$ cat src/common/coherency_unit_defs.svh
`ifndef COHERENCY_UNIT_DEFS_SVH
`define COHERENCY_UNIT_DEFS_SVH

// ****************************************************************
// Register offsets within the unit's register region.
// ****************************************************************
`define CU_OFS_CTRL        8'h00
`define CU_OFS_CONFIG      8'h04
`define CU_OFS_ACCESS      8'h50

// ****************************************************************
// Control register field positions.
// ****************************************************************
`define CU_BIT_ECC_ACCEL   15
`define CU_BIT_ECC_PERIPH  14
`define CU_BIT_ECC_M1      13
`define CU_BIT_ECC_M0      12
`define CU_BIT_IC_STBY     6
`define CU_BIT_UNIT_STBY   5
`define CU_BIT_SPEC_LF     3
`define CU_BIT_RAM_ECC     2
`define CU_BIT_FILTER      1
`define CU_BIT_ENABLE      0

// ****************************************************************
// Reset values and writable masks.
// ****************************************************************
`define CU_CTRL_RESET      32'h0000_0000
`define CU_CTRL_WMASK      32'h0000_f06d
`define CU_ACCESS_RESET    2'h3
`define CU_ACCESS_WMASK    32'h0000_0003

`endif

$ cat src/common/coherency_unit_pkg.sv
`default_nettype none

package coherency_unit_pkg;

    // Register access request from a processor.
    typedef struct packed {
        logic        valid;
        logic        wr;
        logic [7:0]  addr;
        logic [3:0]  be;
        logic [31:0] wdata;
        logic        cpu;
    } reg_req_s;

    // Per-processor activity seen by the unit.
    typedef struct packed {
        logic [1:0] wait_for_interrupt_state;
        logic [1:0] pwrdn;
        logic [1:0] req_active;
    } cpu_status_s;

    // Accelerator port handshake inputs.
    typedef struct packed {
        logic arvalid;
        logic awvalid;
        logic wvalid;
        logic core_arready;
        logic core_awready;
        logic core_wready;
    } accel_port_s;

    // Tag lookup events from the coherency pipeline.
    typedef struct packed {
        logic start;
        logic done;
        logic miss;
        logic to_port1;
    } lookup_s;

    typedef enum logic {
        UNIT_RUN,
        UNIT_GATED
    } standby_state_e;

endpackage : coherency_unit_pkg

`default_nettype wire

$ cat src/core/coherency_unit_control_reg.sv
// How it works
// Bit 15 enables accelerator port ECC checking.
// Bit 14 enables peripheral master port ECC checking.
// Bit 13 enables master port one ECC checking.
// Bit 12 enables master port zero ECC checking.
// Bit 6 stops idle interrupt controller clock.
// Bit 5 gates unit clock when fully idle.
// Gated unit holds accelerator ready outputs low.
// Processor wake or accelerator request restarts clock.
// Bit 3 issues speculative linefills with lookup.
// Lookup miss sends the confirmed linefill.
// Filtering on: speculative linefills only port zero.
// Bit 2 enables RAM ECC, resets zero.
// Without ECC support bit 2 reads zero.
// Bit 1 shows filter input at reset release.
// Single master port build reads bit 1 zero.
// Bit 0 enables the unit, resets zero.
// Configuration register ignores all writes.
// Control writes need access control permission.
// Registers byte writable, reset by unit reset.
// Reserved control bits read as zero.
`include "coherency_unit_defs.svh"

`default_nettype none

module coherency_unit_control_reg #(
    parameter bit ECC_PRESENT      = 1'b1,
    parameter bit TWO_MASTER_PORTS = 1'b1
) (
    // Clock and reset.
    input  wire logic                           ref_clk,
    input  wire logic                           rst_n,
    // Register access.
    input  wire coherency_unit_pkg::reg_req_s    reg_req,
    output var  logic [31:0]                    reg_rdata,
    output var  logic                           reg_rvalid,
    // Build-time and strap inputs.
    input  wire logic [31:0]                    config_value,
    input  wire logic                           master_filter_enable_input,
    // Activity of the surroundings.
    input  wire coherency_unit_pkg::cpu_status_s cpu_status,
    input  wire logic                           irq_pending,
    input  wire logic                           unit_busy,
    input  wire coherency_unit_pkg::accel_port_s accel_port,
    input  wire coherency_unit_pkg::lookup_s     lookup,
    // ECC and enable controls.
    output var  logic                           ecc_chk_accel,
    output var  logic                           ecc_chk_periph,
    output var  logic                           ecc_chk_master_one,
    output var  logic                           ecc_chk_master_zero,
    output var  logic                           ram_ecc_enable,
    output var  logic                           unit_enable,
    // Clock gating.
    output var  logic                           irq_ctrl_clk_en,
    output var  logic                           unit_clk_en,
    // Accelerator port readies.
    output var  logic                           accel_port_read_addr_ready,
    output var  logic                           accel_port_write_addr_ready,
    output var  logic                           accel_port_write_data_ready,
    // Linefill requests toward the level-2 controller.
    output var  logic                           spec_linefill_master_zero,
    output var  logic                           spec_linefill_master_one,
    output var  logic                           confirmed_linefill,
    output var  logic                           confirmed_was_speculated
);
    import coherency_unit_pkg::*;

    // ****************************************************************
    // Register storage.
    // ****************************************************************
    logic [31:0]    ctrl;
    logic [1:0]     access_ctrl;
    logic           filter_seen;
    logic           filter_captured;
    standby_state_e state;
    standby_state_e next_state;
    logic           spec_pending;

    logic [31:0]    ctrl_wmask;
    logic           ctrl_write;
    logic           access_write;
    logic [31:0]    ctrl_view;

    // Bit 2 is only writable where RAM ECC exists; reserved bits never are.
    assign ctrl_wmask = ECC_PRESENT ? `CU_CTRL_WMASK
                                    : (`CU_CTRL_WMASK & ~(32'h1 << `CU_BIT_RAM_ECC));

    // The requesting processor needs its permission bit to change control.
    assign ctrl_write   = reg_req.valid && reg_req.wr && (reg_req.addr == `CU_OFS_CTRL)
                          && access_ctrl[reg_req.cpu];
    assign access_write = reg_req.valid && reg_req.wr && (reg_req.addr == `CU_OFS_ACCESS);

    // ****************************************************************
    // Control register, one byte lane per generate step.
    // ****************************************************************
    genvar lane;
    generate
        for (lane = 0; lane < 4; lane++) begin : g_ctrl_lane
            // Each lane updates only its own byte, so byte writes work.
            always_ff @(posedge ref_clk or negedge rst_n) begin
                if (!rst_n) begin
                    ctrl[lane*8 +: 8] <= 8'(`CU_CTRL_RESET >> (lane*8));
                end else if (ctrl_write && reg_req.be[lane]) begin
                    ctrl[lane*8 +: 8] <= reg_req.wdata[lane*8 +: 8]
                                         & ctrl_wmask[lane*8 +: 8];
                end
            end
        end
    endgenerate

    // Access control permissions, low byte only.
    always_ff @(posedge ref_clk or negedge rst_n) begin
        if (!rst_n) begin
            access_ctrl <= `CU_ACCESS_RESET;
        end else if (access_write && reg_req.be[0]) begin
            access_ctrl <= reg_req.wdata[1:0];
        end
    end

    // ****************************************************************
    // Filter strap capture.
    // ****************************************************************
    // The strap is caught on the first edge after reset release; an async
    // reset may only load a constant, so the capture is a clocked step.
    always_ff @(posedge ref_clk or negedge rst_n) begin
        if (!rst_n) begin
            filter_seen     <= 1'b0;
            filter_captured <= 1'b0;
        end else if (!filter_captured) begin
            filter_seen     <= master_filter_enable_input & TWO_MASTER_PORTS;
            filter_captured <= 1'b1;
        end
    end

    // Software view of control: stored bits plus the read-only filter bit.
    always_comb begin
        ctrl_view = ctrl & ctrl_wmask;
        ctrl_view[`CU_BIT_FILTER] = filter_seen;
    end

    // ****************************************************************
    // Register read path.
    // ****************************************************************
    // Reads answer one cycle after the request; unmapped offsets read zero.
    // The configuration word only ever feeds the read mux, so it cannot
    // be altered by any write.
    always_ff @(posedge ref_clk or negedge rst_n) begin
        if (!rst_n) begin
            reg_rdata  <= 32'h0000_0000;
            reg_rvalid <= 1'b0;
        end else begin
            reg_rvalid <= reg_req.valid && !reg_req.wr;
            if (reg_req.valid && !reg_req.wr) begin
                unique case (reg_req.addr)
                    `CU_OFS_CTRL:   reg_rdata <= ctrl_view;
                    `CU_OFS_CONFIG: reg_rdata <= config_value;
                    `CU_OFS_ACCESS: reg_rdata <= {30'h0000_0000, access_ctrl};
                    default:        reg_rdata <= 32'h0000_0000;
                endcase
            end
        end
    end

    // ****************************************************************
    // Static control outputs.
    // ****************************************************************
    // Each enable follows its control bit one cycle after the write.
    always_ff @(posedge ref_clk or negedge rst_n) begin
        if (!rst_n) begin
            ecc_chk_accel       <= 1'b0;
            ecc_chk_periph      <= 1'b0;
            ecc_chk_master_one  <= 1'b0;
            ecc_chk_master_zero <= 1'b0;
            ram_ecc_enable      <= 1'b0;
            unit_enable         <= 1'b0;
        end else begin
            ecc_chk_accel       <= ctrl_view[`CU_BIT_ECC_ACCEL];
            ecc_chk_periph      <= ctrl_view[`CU_BIT_ECC_PERIPH];
            ecc_chk_master_one  <= ctrl_view[`CU_BIT_ECC_M1];
            ecc_chk_master_zero <= ctrl_view[`CU_BIT_ECC_M0];
            ram_ecc_enable      <= ctrl_view[`CU_BIT_RAM_ECC];
            unit_enable         <= ctrl_view[`CU_BIT_ENABLE];
        end
    end

    // ****************************************************************
    // Interrupt controller standby.
    // ****************************************************************
    // The clock stays on unless standby is allowed and all is quiet.
    always_ff @(posedge ref_clk or negedge rst_n) begin
        if (!rst_n) begin
            irq_ctrl_clk_en <= 1'b1;
        end else begin
            irq_ctrl_clk_en <= !(ctrl_view[`CU_BIT_IC_STBY] && !irq_pending
                                 && (cpu_status.req_active == 2'b00));
        end
    end

    // ****************************************************************
    // Unit standby state machine.
    // ****************************************************************
    logic all_cpus_idle;
    logic accel_request;

    assign all_cpus_idle = &(cpu_status.wait_for_interrupt_state | cpu_status.pwrdn);
    assign accel_request = accel_port.arvalid || accel_port.awvalid || accel_port.wvalid;

    // Gating needs every idle condition; any wake source reopens the clock.
    always_comb begin
        next_state = state;
        unique case (state)
            UNIT_RUN: begin
                if (ctrl_view[`CU_BIT_UNIT_STBY] && all_cpus_idle
                    && !accel_request && !unit_busy) begin
                    next_state = UNIT_GATED;
                end
            end
            UNIT_GATED: begin
                if (!all_cpus_idle || accel_request || !ctrl_view[`CU_BIT_UNIT_STBY]) begin
                    next_state = UNIT_RUN;
                end
            end
        endcase
    end

    always_ff @(posedge ref_clk or negedge rst_n) begin
        if (!rst_n) begin
            state       <= UNIT_RUN;
            unit_clk_en <= 1'b1;
        end else begin
            state       <= next_state;
            unit_clk_en <= (next_state == UNIT_RUN);
        end
    end

    // Readies are registered from the next state so they drop in the same
    // cycle the clock enable does; the trade is one cycle of ready latency.
    always_ff @(posedge ref_clk or negedge rst_n) begin
        if (!rst_n) begin
            accel_port_read_addr_ready  <= 1'b0;
            accel_port_write_addr_ready <= 1'b0;
            accel_port_write_data_ready <= 1'b0;
        end else begin
            accel_port_read_addr_ready  <= accel_port.core_arready
                                           && (next_state == UNIT_RUN);
            accel_port_write_addr_ready <= accel_port.core_awready
                                           && (next_state == UNIT_RUN);
            accel_port_write_data_ready <= accel_port.core_wready
                                           && (next_state == UNIT_RUN);
        end
    end

    // ****************************************************************
    // Speculative and confirmed linefills.
    // ****************************************************************
    logic spec_allowed;
    logic spec_to_one;
    logic spec_to_zero;

    // With filtering on, traffic bound for port one gets no speculation.
    assign spec_allowed = lookup.start && ctrl_view[`CU_BIT_SPEC_LF]
                          && ctrl_view[`CU_BIT_ENABLE];
    assign spec_to_one  = spec_allowed && lookup.to_port1 && !filter_seen;
    assign spec_to_zero = spec_allowed && !lookup.to_port1;

    always_ff @(posedge ref_clk or negedge rst_n) begin
        if (!rst_n) begin
            spec_linefill_master_zero <= 1'b0;
            spec_linefill_master_one  <= 1'b0;
        end else begin
            spec_linefill_master_zero <= spec_to_zero;
            spec_linefill_master_one  <= spec_to_one;
        end
    end

    // Remembers that the fetch for the current lookup was already started.
    always_ff @(posedge ref_clk or negedge rst_n) begin
        if (!rst_n) begin
            spec_pending <= 1'b0;
        end else if (spec_to_zero || spec_to_one) begin
            spec_pending <= 1'b1;
        end else if (lookup.done) begin
            spec_pending <= 1'b0;
        end
    end

    // A miss always sends the confirmed linefill, flagged when speculated.
    always_ff @(posedge ref_clk or negedge rst_n) begin
        if (!rst_n) begin
            confirmed_linefill       <= 1'b0;
            confirmed_was_speculated <= 1'b0;
        end else begin
            confirmed_linefill       <= lookup.done && lookup.miss;
            confirmed_was_speculated <= lookup.done && lookup.miss && spec_pending;
        end
    end

endmodule : coherency_unit_control_reg

`default_nettype wire

$ cat config.mk
export PLATFORM = sky130hd
export DESIGN_NAME = coherency_unit_control_reg
export DESIGN_NICKNAME = d
export VERILOG_FILES = /design/src/common/coherency_unit_pkg.sv /design/src/core/coherency_unit_control_reg.sv
export VERILOG_INCLUDE_DIRS = /design/src /design/src/common
export SDC_FILE = /design/constraint.sdc
export NUM_CORES = 1
export LEC_CHECK = 0
export BUFFER_PORTS_ARGS = -buffer_cell sky130_fd_sc_hd__buf_4
export CAP_MARGIN = 30
export CORE_MARGIN = 2
export CORE_UTILIZATION = 47
export CTS_CLUSTER_SIZE = 10
export DETAILED_ROUTE_END_ITERATION = 7
export PLACE_DENSITY = 0.82
export SYNTH_ARGS = -nofsm -noshare
export SYNTH_HDL_FRONTEND = slang
export SYNTH_SLANG_ARGS = --single-unit
$ cat constraint.sdc
create_clock -name ref_clk -period 2.2 [get_ports ref_clk]
set_input_delay 0.22 -clock ref_clk [delete_from_list [all_inputs] [get_ports ref_clk]]
set_output_delay 0.22 -clock ref_clk [all_outputs]
set_load 0.01 [all_outputs]
-- Yosys cells after proc, flatten, opt, wreduce, memory -nomap -nowiden
Cells that the tools add are included.
- bits of input ports: 100
- word-level logic and storage cells: 79
- output and inout bits: 48
- register bits after elaboration: 63
- $lt $le $gt $ge: 1
- equal/unequal tests: 2
- bitwise gates (word level): 3
- muxes and demuxes: 8
- reductions and logical operators: 41
- operators by type and width (cell ; number):
    32-bit one-hot mux with 3 select lines ; 1
    1-bit logical AND ; 23
    1-bit logical NOT ; 9
    8-bit by 3-bit == test with 1-bit output (second input constant) ; 1
    8-bit by 7-bit == test with 1-bit output (second input constant) ; 1
    8-bit logical NOT ; 1
    1-bit 2-to-1 mux ; 6
    1-bit logical OR ; 5
    2-bit logical NOT ; 1
    1-bit by 2-bit < comparator with 1-bit output (second input constant) ; 1
    1-bit NOT ; 2
    2-bit bitwise OR ; 1
    1-bit one-hot mux with 2 select lines ; 1
    2-bit AND reduction ; 1
    2-bit nonzero test ; 1

-- Logic depth before layout (Yosys ltp)
Gate-level depths: netlist of run 1.
- depth in word-level cells: 9
- depth in mapped cells: 6
- gate-level depth less buffers: 4

-- Worst setup path after synthesis of run 1
OpenSTA, ideal clock, no wires.
- path kind: input-to-reg
- start: input reg_req[41] (netlist bit)
- end: register ctrl[0]
- buffers on the path: 0
- required time: 2.075 ns
- library setup time: 0.125 ns
- arrival time: 1.520 ns
- slack: 0.556 ns
- cell stages on the path: 3
- path through: or4_4 -> nor4_4 -> mux2_2
- longest elaborated chain between the ends: 4
- ends and longest elaborated chain (element ; RTL line ; source):
    from (decl) ; coherency_unit_control_reg.sv:34 ; input wire coherency_unit_pkg::reg_req_s reg_req,
    8-bit logical NOT ; -- ;
    1-bit logical AND (2 in a row) ; coherency_unit_control_reg.sv:89 ; assign ctrl_write = reg_req.valid && reg_req.wr && (reg_req.addr == `CU_OFS_CTRL)
    1-bit logical AND ; coherency_unit_control_reg.sv:103 ; end else if (ctrl_write && reg_req.be[lane]) begin
    to (signal, indexed assignment) ; coherency_unit_control_reg.sv:102 ; ctrl[lane*8 +: 8] <= 8'(`CU_CTRL_RESET >> (lane*8));
    to (signal, indexed assignment) ; coherency_unit_control_reg.sv:104 ; ctrl[lane*8 +: 8] <= reg_req.wdata[lane*8 +: 8]
    to (decl) ; coherency_unit_control_reg.sv:71 ; logic [31:0] ctrl;
No other way between the ends.
A chain may end at the register's enable or synchronous reset.

-- Worst setup path in the final report of run 1
- start: register access_ctrl[1]
- end: register ctrl[6]
- longest elaborated chain between the ends: 4
- ends and longest elaborated chain (element ; RTL line ; source):
    from (decl) ; coherency_unit_control_reg.sv:72 ; logic [1:0] access_ctrl;
    from (signal assigned) ; coherency_unit_control_reg.sv:114 ; access_ctrl <= `CU_ACCESS_RESET;
    from (signal assigned) ; coherency_unit_control_reg.sv:116 ; access_ctrl <= reg_req.wdata[1:0];
    1-bit 2-to-1 mux (not written as such) (2 in a row) ; coherency_unit_control_reg.sv:90 ; && access_ctrl[reg_req.cpu];
    1-bit logical AND ; coherency_unit_control_reg.sv:89 ;
    1-bit logical AND ; coherency_unit_control_reg.sv:103 ;
No other way between the ends. The select of a mux whose other input is x is not followed.

==> results of run 1 <==
[where the power goes]
| part | total, W | switching [W] | internal, W |
|---|---|---|---|
| registers | 0.00117 | 0.00000477 | 0.00117 |
| logic | 0.000207 | 0.0000913 | 0.000116 |
| clock network | 0.00100 | 0.000422 | 0.000578 |
[worst reg2reg max path, stage by stage (launching register included)]
cell     delay, ns
dfstp_2       0.55
mux2i_1       0.15
nor4_4        0.43
mux2_2        0.40
[final cells by class]
type,count,area [um^2]
Inverter,3,11.3
Clock inverter,3,42.5
Fill cell,374,1430
Sequential cell,63,1580
Clock buffer,12,155
Timing Repair Buffer,126,948
Multi-Input combinational cell,147,915
Tap cell,70,87.6
[logic make-up after synthesis]
logic type | count (synthesis) | share of synthesized area
flip-flops | 63 | 0.621
buffers and inverters | 13 | 0.0192
AND/OR/NAND/NOR | 87 | 0.178
other | 1 | 0.00147
AO/OA/AOI/OAI | 38 | 0.0910
multiplexers | 21 | 0.0885
[layer usage]
metal,part of all wire,vias up,global-route usage
met5,0,-,0
met4,0.0088,0,0.0696
met2,0.49,95,0.356
met1,0.42,980,0.272
met3,0.087,5,0.0767
li1,-,1025,-
[through the flow]
stage	instances	power, W	worst slack [ns]	area [um^2]	util
6_report	424	0.00238	0.549	3740	0.723
5_1_grt	424	0.00248	0.444	3740	0.723
4_1_cts	424	0.00241	0.524	3740	0.723
3_5_place_dp	408	0.00140	0.302	3530	0.683
3_3_place_gp	408	0.00140	0.321	3530	0.683
2_1_floorplan	223	0.00125	0.556	2540	-
[worst max-delay path by stage]
stage,cells after the start,to,from,slack (ns)
after global placement,4,ctrl[2],reg_req[41],0.32
after CTS,3,ctrl[6],access_ctrl[1],0.52
final,3,ctrl[6],access_ctrl[1],0.55
after detailed placement,4,ctrl[3],reg_req[41],0.30
after floorplan,3,ctrl[0],reg_req[41],0.56
after global routing,3,accel_port_read_addr_ready,ctrl[5],0.44
[layout by cell type (no fill, tap or decap), drive strengths merged, types with 3 or more instances in the layout]
master	n
mux2	12
buf	125
clkbuf	12
inv	3
nor4	3
nand3	3
o21ai	23
dfstp	4
nand2	56
dfrtp	59
mux2i	9
nor2b	4
nor2	3
o31ai	8
==> key figures, run 1 <==
Synthesis
  – Area contributors post-synth: dfrtp_1 (58%), nand2_1 (8.3%), mux2_2 (5.3%)
  – Synth warn: 0
  – Count leader, synth: dfrtp_1
  – Yosys cell types: 34
  – Net Count, Synth: 323
  – Mapped Area: roughly 0.0025 mm^2
  – Syn Area/Cell: 11.4 um^2
  – Top cells by count, synth: dfrtp_1 (59), nand2_1 (56), o21ai_0 (23)
  – Number of synthesized flops with an enable pin: 0
  – Async S/R FF share, synth: 1.00
  – Register area share after synthesis: 0.621
  – Share of the synthesized area in the top cell type: 0.580
  – Flops & latches, synth: 63
  – Cells after Synth: 223
  – Cell taking the most area after synthesis: dfrtp_1
  – Top FF cell, synth: dfrtp_1

Global routing
  – GR Util All Layers: 0.218
  – Remaining global-route overflow: 0
  – Initial antenna violation count: 0
  – Largest net degree at the start of global routing: 64
  – First-pass GRT wire length: roughly 10000 um
  – Vias in the first global route: 2062

Floorplan
  – IO Pins: between 100 and 150
  – Starting Density: 0.492
  – Full die area: ~0.006 mm^2
  – Row count: 26
  – Die X: 77.6 um
  – Die Span Y: around 78 um
  – Core ar.: just over 0.005 mm^2

Setup path
  – Worst Path Required: 2.41 ns
  – Critical path's top delay family: flip-flops
  – Crit. End Element: flip-flop
  – Critical path's largest stage delay: 0.55 ns
  – CP Launch Type: flip-flop
  – R2r setup slk: roughly 0.55 ns
  – R2R cell count: 3
  – CP Data Arrival Time: about 1.9 ns
  – Reg-to-Reg Start: access_ctrl[1]
  – CP Cell Sequence: mux2i_1, nor4_4, mux2_2
  – CP Class: flip-flop to flip-flop
  – Worst Path Buf+Inv: 0
  – Reg-to-reg critical path endpoint: ctrl[6]
  – Critical Path Fanout Max: 5
  – CP max-delay cell: dfstp_2

Worst hold path
  – Hold Path Class: primary input to flip-flop
  – Startpoint of the worst hold path: lookup[0]
  – Hold path depth: 2
  – Hold endpoint: spec_linefill_master_zero

Clock network
  – Number of buffers created by CTS: 9
  – # Post-CTS Setup Buffers: 0
  – Htree depth: 3
  – Clock sinks: 63
  – Resized cells post-CTS: 0
  – Reg clk slew, reported paths: approximately 0.070 ns
  – Skew-Pair Late Insertion Delay: roughly 0.33 ns
  – Hold_buf cts: 1
  – CTS Root Buffer Type: clkbuf_8
  – CTS tree: yes
  – Max Buffers Root-to-Sink: 2

Pwr
  – Total power density per cell area: between 600 and 700 mW/mm^2
  – Pleak: ~1.9 nW
  – Max IR drop VDD: ~0.00042 V

Job
  – Max Cap Violations: 0

STA
  – Final hold violations: 0
  – Final-report max-slew violation count: 0
  – Fin Clk Skew: ~0.0086 ns
  – Peak Freq: around 600 MHz
  – Tmin final: between 1.5 and 2 ns
  – Tcrit/Tclk final: 0.750
  – Fin Setup TNS: 0 ns
  – Final setup fails: 0
  – RSZ-0062 raised after global routing: false
  – Worst hold margin: 0.0527 ns
  – Slew of the pin with the lowest slew margin: between 0.7 and 0.8 ns
  – Slew margin rel.: 0.490

Detailed routing
  – 1st-iter DRT viols: 88
  – DRC violations left: 0
  – Vias per cell: ~5
  – Drt pass-1 iters: 4
  – Post-DRT Antenna Nets: 0
  – Routed len/inst: around 15 um
  – Routed vias: ~2100
  – Post-Route WL: around 6200 um

Finish
  – N_diodes: 0
  – Largest regs: reg_rdata (32), ctrl (9), access_ctrl (2)
  – Layout cells sized above 1: 0.460
  – Area grow syn2layout: 47.0%
  – Max reg flops: 32
  – Reg with most FFs: reg_rdata
  – Layout net count: 450

Outcome
  – Status: finished, final reports clean

Place
  – Count of input and output buffers: approximately 120
  – Routability Congestion: 0.754
  – Final HPWL DP: 4450 um
Power figures use the tool's default switching activity.
==> inputs of run 2 (changes only) <==
- CORE_UTILIZATION: 47 -> 43
- PLACE_DENSITY: 0.82 -> 0.76
- clock period: 2.2 -> 1.69 ns (I/O delays scaled with it)
==> run 2 against run 1 <==
  * Final cell count grew 3.8%
  * Largest power group unchanged
  * Sequential power up 31%
  * Hold slack got worse by 0.0058 ns
==> key figures, run 2 (synthesized netlist as in run 1, its figures left out) <==
Place
  – Final HPWL DP: 4520 um (+1.7%)
  – Routability Congestion: 0.817 (+8.3%)
  – Post-placement cell area: 0.00362 mm^2 (+2.5%)
  – Count of input and output buffers: 123 (unchanged)

Floorplan
  – Starting Density: 0.438 (-0.0544)
  – IO Pins: 148 (unchanged)
  – Full die area: 0.00655 mm^2 (+8.8%)
  – Die Span Y: 80.9 um (+4.3%)
  – Row count: 28 (+7.7%)
  – Die X: 80.9 um (+4.3%)
  – Core ar.: 0.00582 mm^2 (+12%)

Finish
  – Max reg flops: 32 (unchanged)
  – Layout cells sized above 1: 0.471 (+0.0108)
  – Reg with most FFs: reg_rdata
  – Most common cell after layout, fill and taps aside: buf_4
  – Layout net count: 460 (+2.2%)
  – Area grow syn2layout: 50.3%
  – Finished layout cell area: 0.00382 mm^2 (+2.2%)
  – Largest regs: reg_rdata (32), ctrl (9), access_ctrl (2)
  – Finished Core Util: 0.658 (-0.0656)
  – Most frequent cells in the layout: buf_4 (133), dfrtp_1 (59), nand2_1 (56)
  – N_diodes: 0 (unchanged)

Pwr
  – Total power density per cell area: 790 mW/mm^2 (+24%)
  – Max IR drop VDD: 0.000493 V (+18%)
  – Pleak: 1.94 nW (+2.4%)
  – Total power: 0.00302 W (+27%)

Detailed routing
  – Drt pass-1 iters: 4 (unchanged)
  – Post-DRT Antenna Nets: 0 (unchanged)
  – DRC violations left: 0 (unchanged)
  – Post-Route WL: 6160 um (-1.1%)
  – Routed len/inst: 14.0 um (-4.7%)
  – Routed vias: 2176 (+3.4%)
  – 1st-iter DRT viols: 44 (-50%)
  – Vias per cell: 4.95 (-0.39%)

Clock network
  – Number of buffers created by CTS: 9 (unchanged)
  – CTS Root Buffer Type: clkbuf_8
  – Skew-Pair Late Insertion Delay: 0.33 ns (about the same)
  – Htree depth: 3 (unchanged)
  – Clock sinks: 63 (unchanged)
  – Max Buffers Root-to-Sink: 2 (unchanged)
  – Reg clk slew, reported paths: 0.06 ns (about the same)
  – CTS tree: yes

Worst hold path
  – Hold Path Class: primary input to flip-flop

Outcome
  – Status: finished, final reports clean

STA
  – Fin Clk Skew: 0.00472 ns (-0.00388 ns)
  – Final setup fails: 0 (unchanged)
  – Fin Setup TNS: 0 ns (unchanged)
  – RSZ-0062 raised after global routing: false
  – Final-report max-slew violation count: 0 (unchanged)
  – Slew of the pin with the lowest slew margin: 0.765 ns (+0.000620 ns)
  – Slew margin rel.: 0.490 (about the same)
  – Tmin final: 1.55 ns (-0.0967 ns)
  – Peak Freq: 643 MHz (+6.2%)
  – Tcrit/Tclk final: 0.920 (+0.169)
  – Final hold violations: 0 (unchanged)

Setup path
  – Critical path's largest stage delay: 0.55 ns (about the same)
  – CP Cell Sequence: mux2i_1, nor4_4, buf_4, mux2_2
  – Worst Path Buf+Inv: 1 (+1)
  – Crit. End Element: flip-flop
  – CP Data Arrival Time: 1.76 ns (-0.10 ns)
  – CP max-delay cell: dfstp_2
  – Critical path's top delay family: flip-flops
  – CP Launch Type: flip-flop
  – Worst Path Required: 1.90 ns (-0.51 ns)
  – Critical Path Fanout Max: 5 (unchanged)
  – CP Class: flip-flop to flip-flop

Global routing
  – GR Util All Layers: 0.194 (-0.0239)
  – First-pass GRT wire length: 9630 um (-4.2%)
  – Vias in the first global route: 2071 (+0.44%)
  – Initial antenna violation count: 0 (unchanged)
  – Largest net degree at the start of global routing: 64 (unchanged)
  – Remaining global-route overflow: 0 (unchanged)

Job
  – Max Cap Violations: 0 (unchanged)
## run 2: power breakdown
group	switching, W	internal [W]
registers	0.00000708	0.00152
clock network	0.000531	0.000677
logic	0.000123	0.000163
## run 2: what timing repair did
item | CTS | global route
gates resized for setup | 0 | 0
hold endpoints to repair | 59 | 1
buffers inserted | 0 | 0
hold buffers | 1 | 1
## run 2: cell type report
type	count	area, um^2
sequential	63	1580
clock buffer	12	135
timing repair buffer	136	1040
fill	472	1990
inverter	3	11.3
clock inverter	4	47.5
multi-input combinational	147	917
tap	75	93.8
## run 2: final timing paths
kind	depth (start not counted)	slack, ns	start	endpoint
worst max-delay path	4	0.14	access_ctrl[1]	ctrl[0]
worst min-delay path	2	0.05	cpu_status[0]	irq_ctrl_clk_en
worst max register to register	4	0.14	access_ctrl[1]	ctrl[0]
worst min register to register	0	0.40	ctrl[2]	ram_ecc_enable
max in group asynchronous	2	0.72	rst_n	reg_rdata[22]
min in group asynchronous	2	0.48	rst_n	spec_linefill_master_zero
## run 2: stage by stage
stage	cells	hold slack, ns	setup WS, ns
after detailed placement	422	0.298	-0.0907
after CTS	439	0.000326	0.119
after floorplan	223	-0.127	0.0966
final	440	0.0469	0.136
after global placement	422	0.289	-0.0795
after global routing	440	0.0262	0.0490
## run 2: metal layers
metal | part of all wire | up-vias | routed length [um] | track usage
met5 | 0 | - | 0 | 0
met4 | 0.0076 | 0 | 47 | 0.0576
met3 | 0.12 | 7 | 726 | 0.0700
met2 | 0.48 | 102 | 2970 | 0.314
met1 | 0.39 | 1018 | 2410 | 0.245
li1 | - | 1049 | - | -
## run 2: worst register-to-register path: cells and delay by family (launching register included)
| family | cells | cell delay [ns] |
|---|---|---|
| buffers and inverters | 1 | 0.18 |
| muxes | 2 | 0.48 |
| and+or+nand+nor | 1 | 0.23 |
| DFF | 1 | 0.55 |
